### src/pkg/slll_cfg.svh
/*
  constants for the segment lcd latch loader: counts, reset choices,
  build-time display options. assumes inclusion by the package and the top.
*/
`ifndef SLLL_CFG_SVH
`define SLLL_CFG_SVH

// panel geometry
`define SLLL_SEGS 40
`define SLLL_COMS 6
`define SLLL_PHASES 8
`define SLLL_LATCHES 320
`define SLLL_STROBES 32

// duty in use, 2 to 6 common phases
`define SLLL_DUTY 3'h6

// phase dwell time in ns and derived cycle count at 4 ns per cycle
`define SLLL_CLK_NS 4
`define SLLL_PHASE_NS 1024
`define SLLL_PHASE_CYC ((`SLLL_PHASE_NS + `SLLL_CLK_NS - 1) / `SLLL_CLK_NS)

// latch value after reset: 1 shows all lit, 0 all dark
`define SLLL_RESET_LIT 1'h1

// upper-left segment for digit seven: 1 on, 0 off
`define SLLL_SEVEN_F 1'h1

// flag group two bit that blanks the display
`define SLLL_BLANK_BIT 3'h4

`endif

### src/pkg/slll_pkg.sv
/*
  types of the segment lcd latch loader.
  assumes slll_cfg.svh is on the include path.
*/
`include "slll_cfg.svh"

package slll_pkg;

  // pattern source of a load
  typedef enum logic [1:0] {
    OP_DECODE = 2'b00,
    OP_BLANK_DECODE = 2'b01,
    OP_RAW = 2'b10,
    OP_TABLE = 2'b11
  } slll_op_t;

  // nibble source: working register or index ram
  typedef enum logic {
    SRC_WREG = 1'b0,
    SRC_INDEX = 1'b1
  } slll_src_t;

  // one load instruction as issued by the core
  typedef struct packed {
    logic valid;
    slll_op_t op;
    slll_src_t src;
    logic multi;
    logic half;
    logic [4:0] latch_address_operand;
    logic [3:0] working_register_operand;
    logic [3:0] index_nibble;
    logic [3:0] accumulator;
    logic [7:0] table_rom_byte;
  } slll_load_t;

  // flag group two write from the core
  typedef struct packed {
    logic set_flag_group_two;
    logic reset_flag_group_two;
    logic [2:0] bit_sel;
  } slll_flag_t;

  // routing of one latch
  typedef struct packed {
    logic [2:0] line;
    logic [4:0] strobe;
  } slll_route_t;

  // whole module state
  typedef struct packed {
    logic [`SLLL_LATCHES-1:0] latch;
    logic [2:0] phase;
    logic [15:0] tick;
    logic blank;
    logic [`SLLL_SEGS-1:0] segment_pin;
    logic [`SLLL_COMS-1:0] common_pin;
  } slll_state_t;

endpackage

### src/rtl/slll_top.sv
/*
  segment lcd latch loader: pattern decode, strobe decode, 320 routed
  latches, duty multiplexer and pin drive with blanking and stop.
  assumes load and flag requests come from core logic on ref_clk and that
  stop_state is a core level on ref_clk; pin levels are logical on/off.
*/
`timescale 1ns/10ps
`include "slll_cfg.svh"

module slll_top (
  // clock and reset
  input wire logic ref_clk,
  input wire logic arst_n,
  // core requests
  input wire slll_pkg::slll_load_t load_req,
  input wire slll_pkg::slll_flag_t flag_req,
  input wire logic stop_state,
  // panel drive
  output logic [`SLLL_SEGS-1:0] segment_pin,
  output logic [`SLLL_COMS-1:0] common_pin
);

  // seven segment decode, bit 0 is line a, bit 7 is line h
  function automatic logic [7:0] seg7(input logic [3:0] v);
    logic [7:0] p;
    p = 8'h00;
    unique case (v)
      4'h0: p = 8'hbf;
      4'h1: p = 8'h86;
      4'h2: p = 8'hdb;
      4'h3: p = 8'hcf;
      4'h4: p = 8'he6;
      4'h5: p = 8'hed;
      4'h6: p = 8'hfd;
      4'h7: p = {2'h2, `SLLL_SEVEN_F, 5'h07};
      4'h8: p = 8'hff;
      4'h9: p = 8'hef;
      default: p = 8'h00;
    endcase
    return p;
  endfunction

  // fixed map: line is the common phase, strobe cycles over the segments
  function automatic slll_pkg::slll_route_t route(input logic [8:0] i);
    slll_pkg::slll_route_t r;
    r.line = i[2:0];
    r.strobe = i[7:3];
    return r;
  endfunction

  slll_pkg::slll_state_t st_r;
  slll_pkg::slll_state_t st_nxt;
  logic [3:0] nibble;
  logic [7:0] pattern;
  logic [`SLLL_STROBES-1:0] strobe;

  // pattern line selection
  always_comb
  begin
    nibble = (load_req.src == slll_pkg::SRC_INDEX) ? load_req.index_nibble
                                                     : load_req.working_register_operand;
    pattern = 8'h00;
    unique case (load_req.op)
      slll_pkg::OP_DECODE: pattern = seg7(nibble);
      slll_pkg::OP_BLANK_DECODE: pattern = (nibble == 4'h0) ? 8'h00 : seg7(nibble);
      slll_pkg::OP_RAW: pattern = {load_req.accumulator, nibble};
      slll_pkg::OP_TABLE: pattern = load_req.table_rom_byte;
    endcase
  end

  // strobe decode; multi form covers one half of the address range
  always_comb
  begin
    strobe = '0;
    if (load_req.valid)
    begin
      if (load_req.multi)
        strobe = load_req.half ? 32'hffff_0000 : 32'h0000_ffff;
      else
        strobe[load_req.latch_address_operand] = 1'b1;
    end
  end

  // next state
  always_comb
  begin
    st_nxt = st_r;
    // latches load regardless of blanking
    for (int i = 0; i < `SLLL_LATCHES; i++)
    begin
      if (strobe[route(9'(i)).strobe])
        st_nxt.latch[i] = pattern[route(9'(i)).line];
    end
    // blank flag: set wins if both arrive together
    if (flag_req.reset_flag_group_two && flag_req.bit_sel == `SLLL_BLANK_BIT)
      st_nxt.blank = 1'b0;
    if (flag_req.set_flag_group_two && flag_req.bit_sel == `SLLL_BLANK_BIT)
      st_nxt.blank = 1'b1;
    // phase stepping
    if (st_r.tick == 16'(`SLLL_PHASE_CYC - 1))
    begin
      st_nxt.tick = 16'h0000;
      st_nxt.phase = (st_r.phase == `SLLL_DUTY - 3'h1) ? 3'h0 : st_r.phase + 3'h1;
    end
    else
      st_nxt.tick = st_r.tick + 16'h0001;
    // pin drive from current phase; blank and stop force ground
    st_nxt.segment_pin = '0;
    st_nxt.common_pin = '0;
    if (!stop_state && !st_r.blank)
    begin
      st_nxt.common_pin[st_r.phase] = 1'b1;
      for (int s = 0; s < `SLLL_SEGS; s++)
        st_nxt.segment_pin[s] = st_r.latch[s * `SLLL_PHASES + int'(st_r.phase)];
    end
  end

  // state register; latches preset to the reset display choice
  always_ff @(posedge ref_clk or negedge arst_n)
  begin
    if (!arst_n)
    begin
      st_r.latch <= {`SLLL_LATCHES{`SLLL_RESET_LIT}};
      st_r.phase <= 3'h0;
      st_r.tick <= 16'h0000;
      st_r.blank <= 1'b0;
      st_r.segment_pin <= '0;
      st_r.common_pin <= '0;
    end
    else
      st_r <= st_nxt;
  end

  assign segment_pin = st_r.segment_pin;
  assign common_pin = st_r.common_pin;
endmodule

### config.mk
export PLATFORM = sky130hd
export DESIGN_NAME = slll_top
export DESIGN_NICKNAME = d
export VERILOG_FILES = /design/src/pkg/slll_pkg.sv /design/src/rtl/slll_top.sv
export VERILOG_INCLUDE_DIRS = /design/src /design/src/pkg
export SDC_FILE = /design/constraint.sdc
export NUM_CORES = 1
export LEC_CHECK = 0
export BUFFER_PORTS_ARGS = -buffer_cell sky130_fd_sc_hd__buf_4
export CAP_MARGIN = 0
export CORE_ASPECT_RATIO = 1.4
export CORE_MARGIN = 8
export CORE_UTILIZATION = 60
export CTS_CLUSTER_SIZE = 8
export DETAILED_ROUTE_END_ITERATION = 6
export PLACE_DENSITY = 0.79
export REMOVE_ABC_BUFFERS = 1
export SLEW_MARGIN = 20
export SYNTH_ARGS = -nofsm -noshare
export SYNTH_HDL_FRONTEND = slang
export SYNTH_SLANG_ARGS = --single-unit
### constraint.sdc
create_clock -name ref_clk -period 5.6 [get_ports ref_clk]
set_clock_uncertainty 0.1 [all_clocks]
set_input_delay 0 -clock ref_clk [delete_from_list [all_inputs] [get_ports ref_clk]]
set_output_delay 0 -clock ref_clk [all_outputs]
set_load 0.1 [all_outputs]
==> results.toml, run 1 <==
[setup_path]
critical_path_required_ns = 5.92
arrival_ns = 2.99
cp-start-kind = "flop"
worstReg2RegStart = "st_r[63]"
setup.worst_path.class = "flop to flop"
worstPathMaxFanout = 43
setup.worst_path.start = "st_r[63]"
end_kind = "flop"

[synth]
async_reset_ff_share_pct = 100
synth_flop_cell = "dfstp_2"
synth-seq-area-share_pct = 54.7
synth_top_cell_by_area = "dfstp_2"
synth_area_mm2 = 0.0149
syn-instance-count = 1209
synth_top_area_share_pct = 45.0
synth_most_common_cell = "dfstp_2"
synthTopCellsByArea = "dfstp_2, dfrtp_1, mux4_2, mux2_2, nor2_1"
synthTopCellsByCount = "dfstp_2, nor2_1, a21oi_1"
synth_area_per_cell_um2 = 12.4
ys_ff_latch = 314
yosys_warnings = 0
synth_edf_count = 0
yosysUniqueCellTypes = 66

[grt]
first_global_vias = 10400
grt_pass1_wl_um = 56300
grt_max_degree = 119
antenna_found_initial = 1
grt.overflow.total = 0
grtUsageTotal_pct = 23.7

[clock_network]
cts_root_buf = "clkbuf_16"
htreeDepth = 2
clk_latency_ns = 0.54
tritoncts = "done"
cts_made_buffers = 45
cts_sinks = 314
cts.path.max_buffers = 3
clk_pin_slew_ns = 0.05

[timing]
setup_violations = 0
max_freq_mhz = 374
worst_slack_ns = 2.93
finalSetupTns_ns = 0
layout_worst_path_cycle_share_pct = 47.7
rsz0062_at_grt = "false"
slew_viol_final = 0
fin_crit_ns = 2.67
slew_headroom_pct = 25.8
hold_viol = 0
tightest_slew_ns = 1.10

[place]
post-dp-hpwl_um = 20200
pre_cts_slack_ns = 2.86
port-buffer-count = 84
finalWeightedCongestion = 0.835

[routing]
drt-initial-drc-count = 741
drt_pre_antenna_iters = 5
drtAntennaViolNets = 0
viasPerCell = 6.26
route.detailed.drc = 0
wl_per_cell_um = 22.3
num_vias = 9861
routed_wl_um = 35000

[min_path]
hp-class = "input port to asynchronous set/reset pin"

[floorplanning]
io_pins = 85
fp.dieW_um = 149
core_mm2 = 0.0246
dieHeight_um = 203
placementRows = 68
start_util_pct = 60.8
dieArea_mm2 = 0.0303

[pwr]
ir_drop_mv = 0.273
leakagePower_nw = 6.69
powerDensity_mw_per_mm2 = 417

[finish]
final_nets = 1282
diodes = 0
drive_gt1_share_pct = 47.3
nFillCells = 1694
areaGrowthSynthToFinish_pct = 12.9

[flow_run]
max-cap-violations = 0

[outcome]
status = "finished, final reports clean"
==> cells in the final DEF, fill, tap and decap left out, types with 3 or more instances in the layout <==
| cell type | netlist | routed |
|---|---|---|
| and3_1 | 5 | 5 |
| o21ai_1 | 9 | 17 |
| mux2i_1 | 4 | 4 |
| ha_1 | 6 | 6 |
| nor2b_1 | 4 | 4 |
| or3_1 | 4 | 4 |
| or3b_2 | 3 | 3 |
| a22o_1 | 34 | 34 |
| nand2_1 | 45 | 45 |
| dfrtp_1 | 58 | 56 |
| o211ai_1 | 4 | 4 |
| nand2b_1 | 5 | 5 |
| dlygate4sd3_1 | 0 | 14 |
| xor2_1 | 7 | 7 |
| o31ai_1 | 32 | 32 |
| nor3b_1 | 4 | 4 |
| nand3_1 | 10 | 10 |
| nor3_1 | 7 | 6 |
| clkbuf_1 | 41 | 21 |
| buf_4 | 55 | 116 |
| inv_1 | 7 | 7 |
| a31oi_1 | 64 | 64 |
| and3b_1 | 4 | 4 |
| nand3b_1 | 4 | 4 |
| o21ai_0 | 27 | 18 |
| mux2_2 | 89 | 89 |
| dfstp_2 | 256 | 256 |
| clkbuf_16 | 0 | 47 |
| mux2_1 | 14 | 14 |
| xnor2_1 | 7 | 7 |
| a21oi_1 | 100 | 100 |
| nor2_1 | 143 | 143 |
| mux4_2 | 64 | 64 |
==> kinds of logic (layout without fill, tap and decap cells) <==
group           count (synthesis)  count (layout)  synth area share (%)
buf+inv                       159             210                  5.94
mux                           171             171                  17.7
simple gates                  259             259                  8.15
flops                         314             314                  54.7
xor+xnor                       14              14                 0.820
fa+ha+maj                       6               6                 0.502
compound gates                286             286                  12.2
==> worst max-delay path: stages (launching register included) <==
cell and delay (ns):
dfrtp_4 0.98, buf_4 0.61, mux4_2 0.58, a22o_1 0.24
==> cell type report <==
type / count / area [um^2] / area share [%]
Clock buffer: 68 / 1250 / 7.44
Clock inverter: 2 / 17.5 / 0.104
Inverter: 7 / 26.3 / 0.156
Multi-Input combinational cell: 736 / 5930 / 35.2
Sequential cell: 314 / 8180 / 48.5
Tap cell: 315 / 394 / 2.34
Timing Repair Buffer: 133 / 1070 / 6.32
==> worst paths after layout <==
path	slack [ns]	end	depth (start not counted)
max	2.93	segment_pin[7]	3
min	0.03	common_pin[2]	2
max reg2reg	2.93	segment_pin[7]	3
min reg2reg	0.38	st_r[358]	2
max in group asynchronous	4.27	st_r[81]	3
min in group ref_clk	0.04	st_r[142]	4
==> sequential cells by signal, summed over array words and instances, names as in the netlist <==
| name | count |
|---|---|
| st_r | 276 |
| common_pin | 6 |
| segment_pin | 32 |
==> per-stage QoR <==
stage | power (mW) | instances | area, um^2 | utilization [%] | hold slack, ns
global placement | 4.51 | 1491 | 15500 | 62.9 | 0.0314
CTS | 7.07 | 1575 | 16900 | 68.6 | 0.0233
global route | 7.30 | 1575 | 16900 | 68.6 | 0.0939
detailed placement | 4.58 | 1491 | 15500 | 62.9 | 0.0395
floorplan | 4.14 | 1057 | 14100 | - | -0.396
finish | 7.03 | 1575 | 16900 | 68.6 | 0.0258
==> repair_timing <==
| action | in CTS | in global routing |
|---|---|---|
| endpoints found under the setup margin | 0 | 0 |
| setup buffers | 0 | 0 |
| hold endpoints to repair | 147 | 0 |
| hold buffers | 14 | 0 |
| gates resized for setup | 0 | 0 |
==> power breakdown <==
part           switching [mW]  leakage [nW]  internal (mW)
registers               0.249          3.46           3.02
clock network           0.933         0.613           1.52
logic                   0.784          2.62          0.526
==> metal layers <==
metal	track usage, %	vias to the layer above	share of wire (%)
li1	-	4417	-
met3	4.90	80	6.3
met2	39.5	314	51
met4	10.1	0	3.4
met5	0	-	0
met1	29.2	5050	40
(Power assumes the default switching activity.)
==> inputs of run 2 (changes only) <==
- CORE_UTILIZATION: 60 -> 55
- PLACE_DENSITY: 0.79 -> 0.76
- clock period: 5.6 -> 2.3 ns (I/O delays scaled with it)
==> run 2 against run 1 <==
Compared with the run above:
- register-to-register slack lost 2.6 ns
- critical endpoint is now st_r[374]
- global-route usage shrank 2.0 points
- routed wire length shrank 1.3%
- non-clock buffer count grew 37
- final cell count grew 5.3%
- flip-flop and latch count is the same
- cell area grew 3.0%
- first-iteration DRC count shrank 30%
- die area grew 8.2%
- utilization shrank 3.8 points
==> results.toml, run 2 (synthesized netlist as in run 1, its figures left out) <==
[floorplanning]
placementRows = 71
io_pins = 85
core_mm2 = 0.0268
dieHeight_um = 211
start_util_pct = 55.7
fp.dieW_um = 155
dieArea_mm2 = 0.0328

[setup_path]
r2r_slack_ns = 0.37
setup.worst_path.class = "input port to flop"
setup.worst_path.start = "load_req[24]"
arrival_ns = 2.50
critPathCapture = "st_r[374]"
worstReg2RegStart = "st_r[56]"
worstPathMaxFanout = 16
critical_path_required_ns = 2.65
reg2reg_depth = 4
end_kind = "flop"
r2r_end = "st_r[64]"
cp-start-kind = "input port"

[clock_network]
cts_sinks = 314
tritoncts = "done"
htreeDepth = 2
cts.path.max_buffers = 3
cts_root_buf = "clkbuf_16"
cts_made_buffers = 45
clk_pin_slew_ns = 0.05
cts_setup_buffers = 0
clk_latency_ns = 0.53

[timing]
slew_viol_final = 0
hold_viol = 0
max_freq_mhz = 464
setup_violations = 0
worst_hold_slack_ns = 0.0762
tightest_slew_ns = 0.635
fin_crit_ns = 2.15
rsz0062_at_grt = "false"
layout_worst_path_cycle_share_pct = 93.6
slew_headroom_pct = 57.7

[finish]
layout_common_cells = "dfstp_2, nor2_1, buf_4"
diodes = 0
areaGrowthSynthToFinish_pct = 16.3
top_regs = "st_r (276), segment_pin (32), common_pin (6)"
largest_reg_flops = 276
regMostFlops = "st_r"
final_nets = 1319
final_common_cell = "dfstp_2"
nFillCells = 2015
drive_gt1_share_pct = 48.6
final_util_pct = 64.8

[pwr]
swShare_pct = 27.7
combPwrFrac_pct = 19.0
ir_drop_mv = 0.558
power_switching_mw = 4.75
p_int_mw = 12.4
leakagePower_nw = 6.95
clkPwrFrac_pct = 34.7
powerDensity_mw_per_mm2 = 986
seqPwrFrac_pct = 46.3

[routing]
viasPerCell = 5.94
routed_wl_um = 34600
num_vias = 9862
route.detailed.drc = 0
drt-initial-drc-count = 519
drt_pre_antenna_iters = 5
wl_per_cell_um = 20.9
drtAntennaViolNets = 0

[grt]
grt.overflow.total = 0
antenna_found_initial = 0
grt_max_degree = 85
grt_pass1_wl_um = 56900
first_global_vias = 10700
grtUsageTotal_pct = 21.7

[outcome]
status = "finished, final reports clean"

[flow_run]
max-cap-violations = 0

[place]
post-dp-hpwl_um = 21300
port-buffer-count = 84
finalWeightedCongestion = 0.839

[min_path]
hp-class = "input port to flop"
## run 2: worst min path at each step
stage                           start            end  slack (ns)  cells after the start
after floorplan                arst_n  common_pin[0]       -0.40                      0
after global placement         arst_n  common_pin[2]       -0.07                      1
after detailed placement       arst_n  common_pin[2]       -0.06                      1
after CTS                 load_req[8]      st_r[214]        0.04                      6
after global routing      load_req[8]      st_r[238]        0.10                      6
final                     load_req[8]      st_r[214]        0.08                      6
## run 2: critical path, cell delays in order
cell and delay [ns]:
dlygate4sd3_1 0.56, buf_4 0.20, nor3b_2 0.21, dlygate4sd3_1 0.62, a21oi_1 0.10, dlygate4sd3_1 0.60
o31ai_1 0.21
## run 2: timing repair
item,4_1_cts,5_1_grt
hold buffers,19,0
endpoints found under the hold margin,181,0
endpoints found under the setup margin,0,2
resized for setup,0,2
## run 2: layout make-up
| cell class | instances | area, um^2 | share of cell area, % |
|---|---|---|---|
| inverters | 7 | 26.3 | 0.151 |
| multi-input cells | 736 | 5940 | 34.1 |
| clock buffers | 65 | 1240 | 7.15 |
| clock inverters | 2 | 17.5 | 0.101 |
| flip-flops and latches | 314 | 8180 | 47.1 |
| repair buffers | 170 | 1520 | 8.75 |
| well taps | 365 | 457 | 2.63 |
## run 2: per-stage QoR
| stage | cell area, um^2 | instances | setup TNS, ns | total power [mW] | setup slack, ns |
|---|---|---|---|---|---|
| floorplan | 14100 | 1057 | -76.04 | 10.1 | -1.49 |
| global placement | 15900 | 1573 | 0 | 11.0 | 0.117 |
| detailed placement | 15900 | 1573 | -0.0166 | 11.2 | -0.0166 |
| CTS | 17400 | 1659 | 0 | 17.3 | 0.113 |
| global route | 17400 | 1659 | 0 | 17.9 | 0.0516 |
| finish | 17400 | 1659 | 0 | 17.1 | 0.146 |
## run 2: power by group through the flow
stage / Sequential [mW] / Clock, mW / Combinational [mW]
floorplan: 8.44 / 0 / 1.64
global placement: 7.90 / 0 / 3.13
detailed placement: 7.98 / 0 / 3.24
CTS: 7.92 / 6.05 / 3.29
global route: 8.06 / 6.29 / 3.52
finish: 7.93 / 5.94 / 3.26
## run 2: per-layer routing
metal / vias up / part of all wire, % / global-route usage (%)
met5: - / 0 / 0
met4: 0 / 3.6 / 9.06
met3: 94 / 5.1 / 3.95
met2: 286 / 51 / 37.6
met1: 5007 / 40 / 26.2
li1: 4475 / - / -
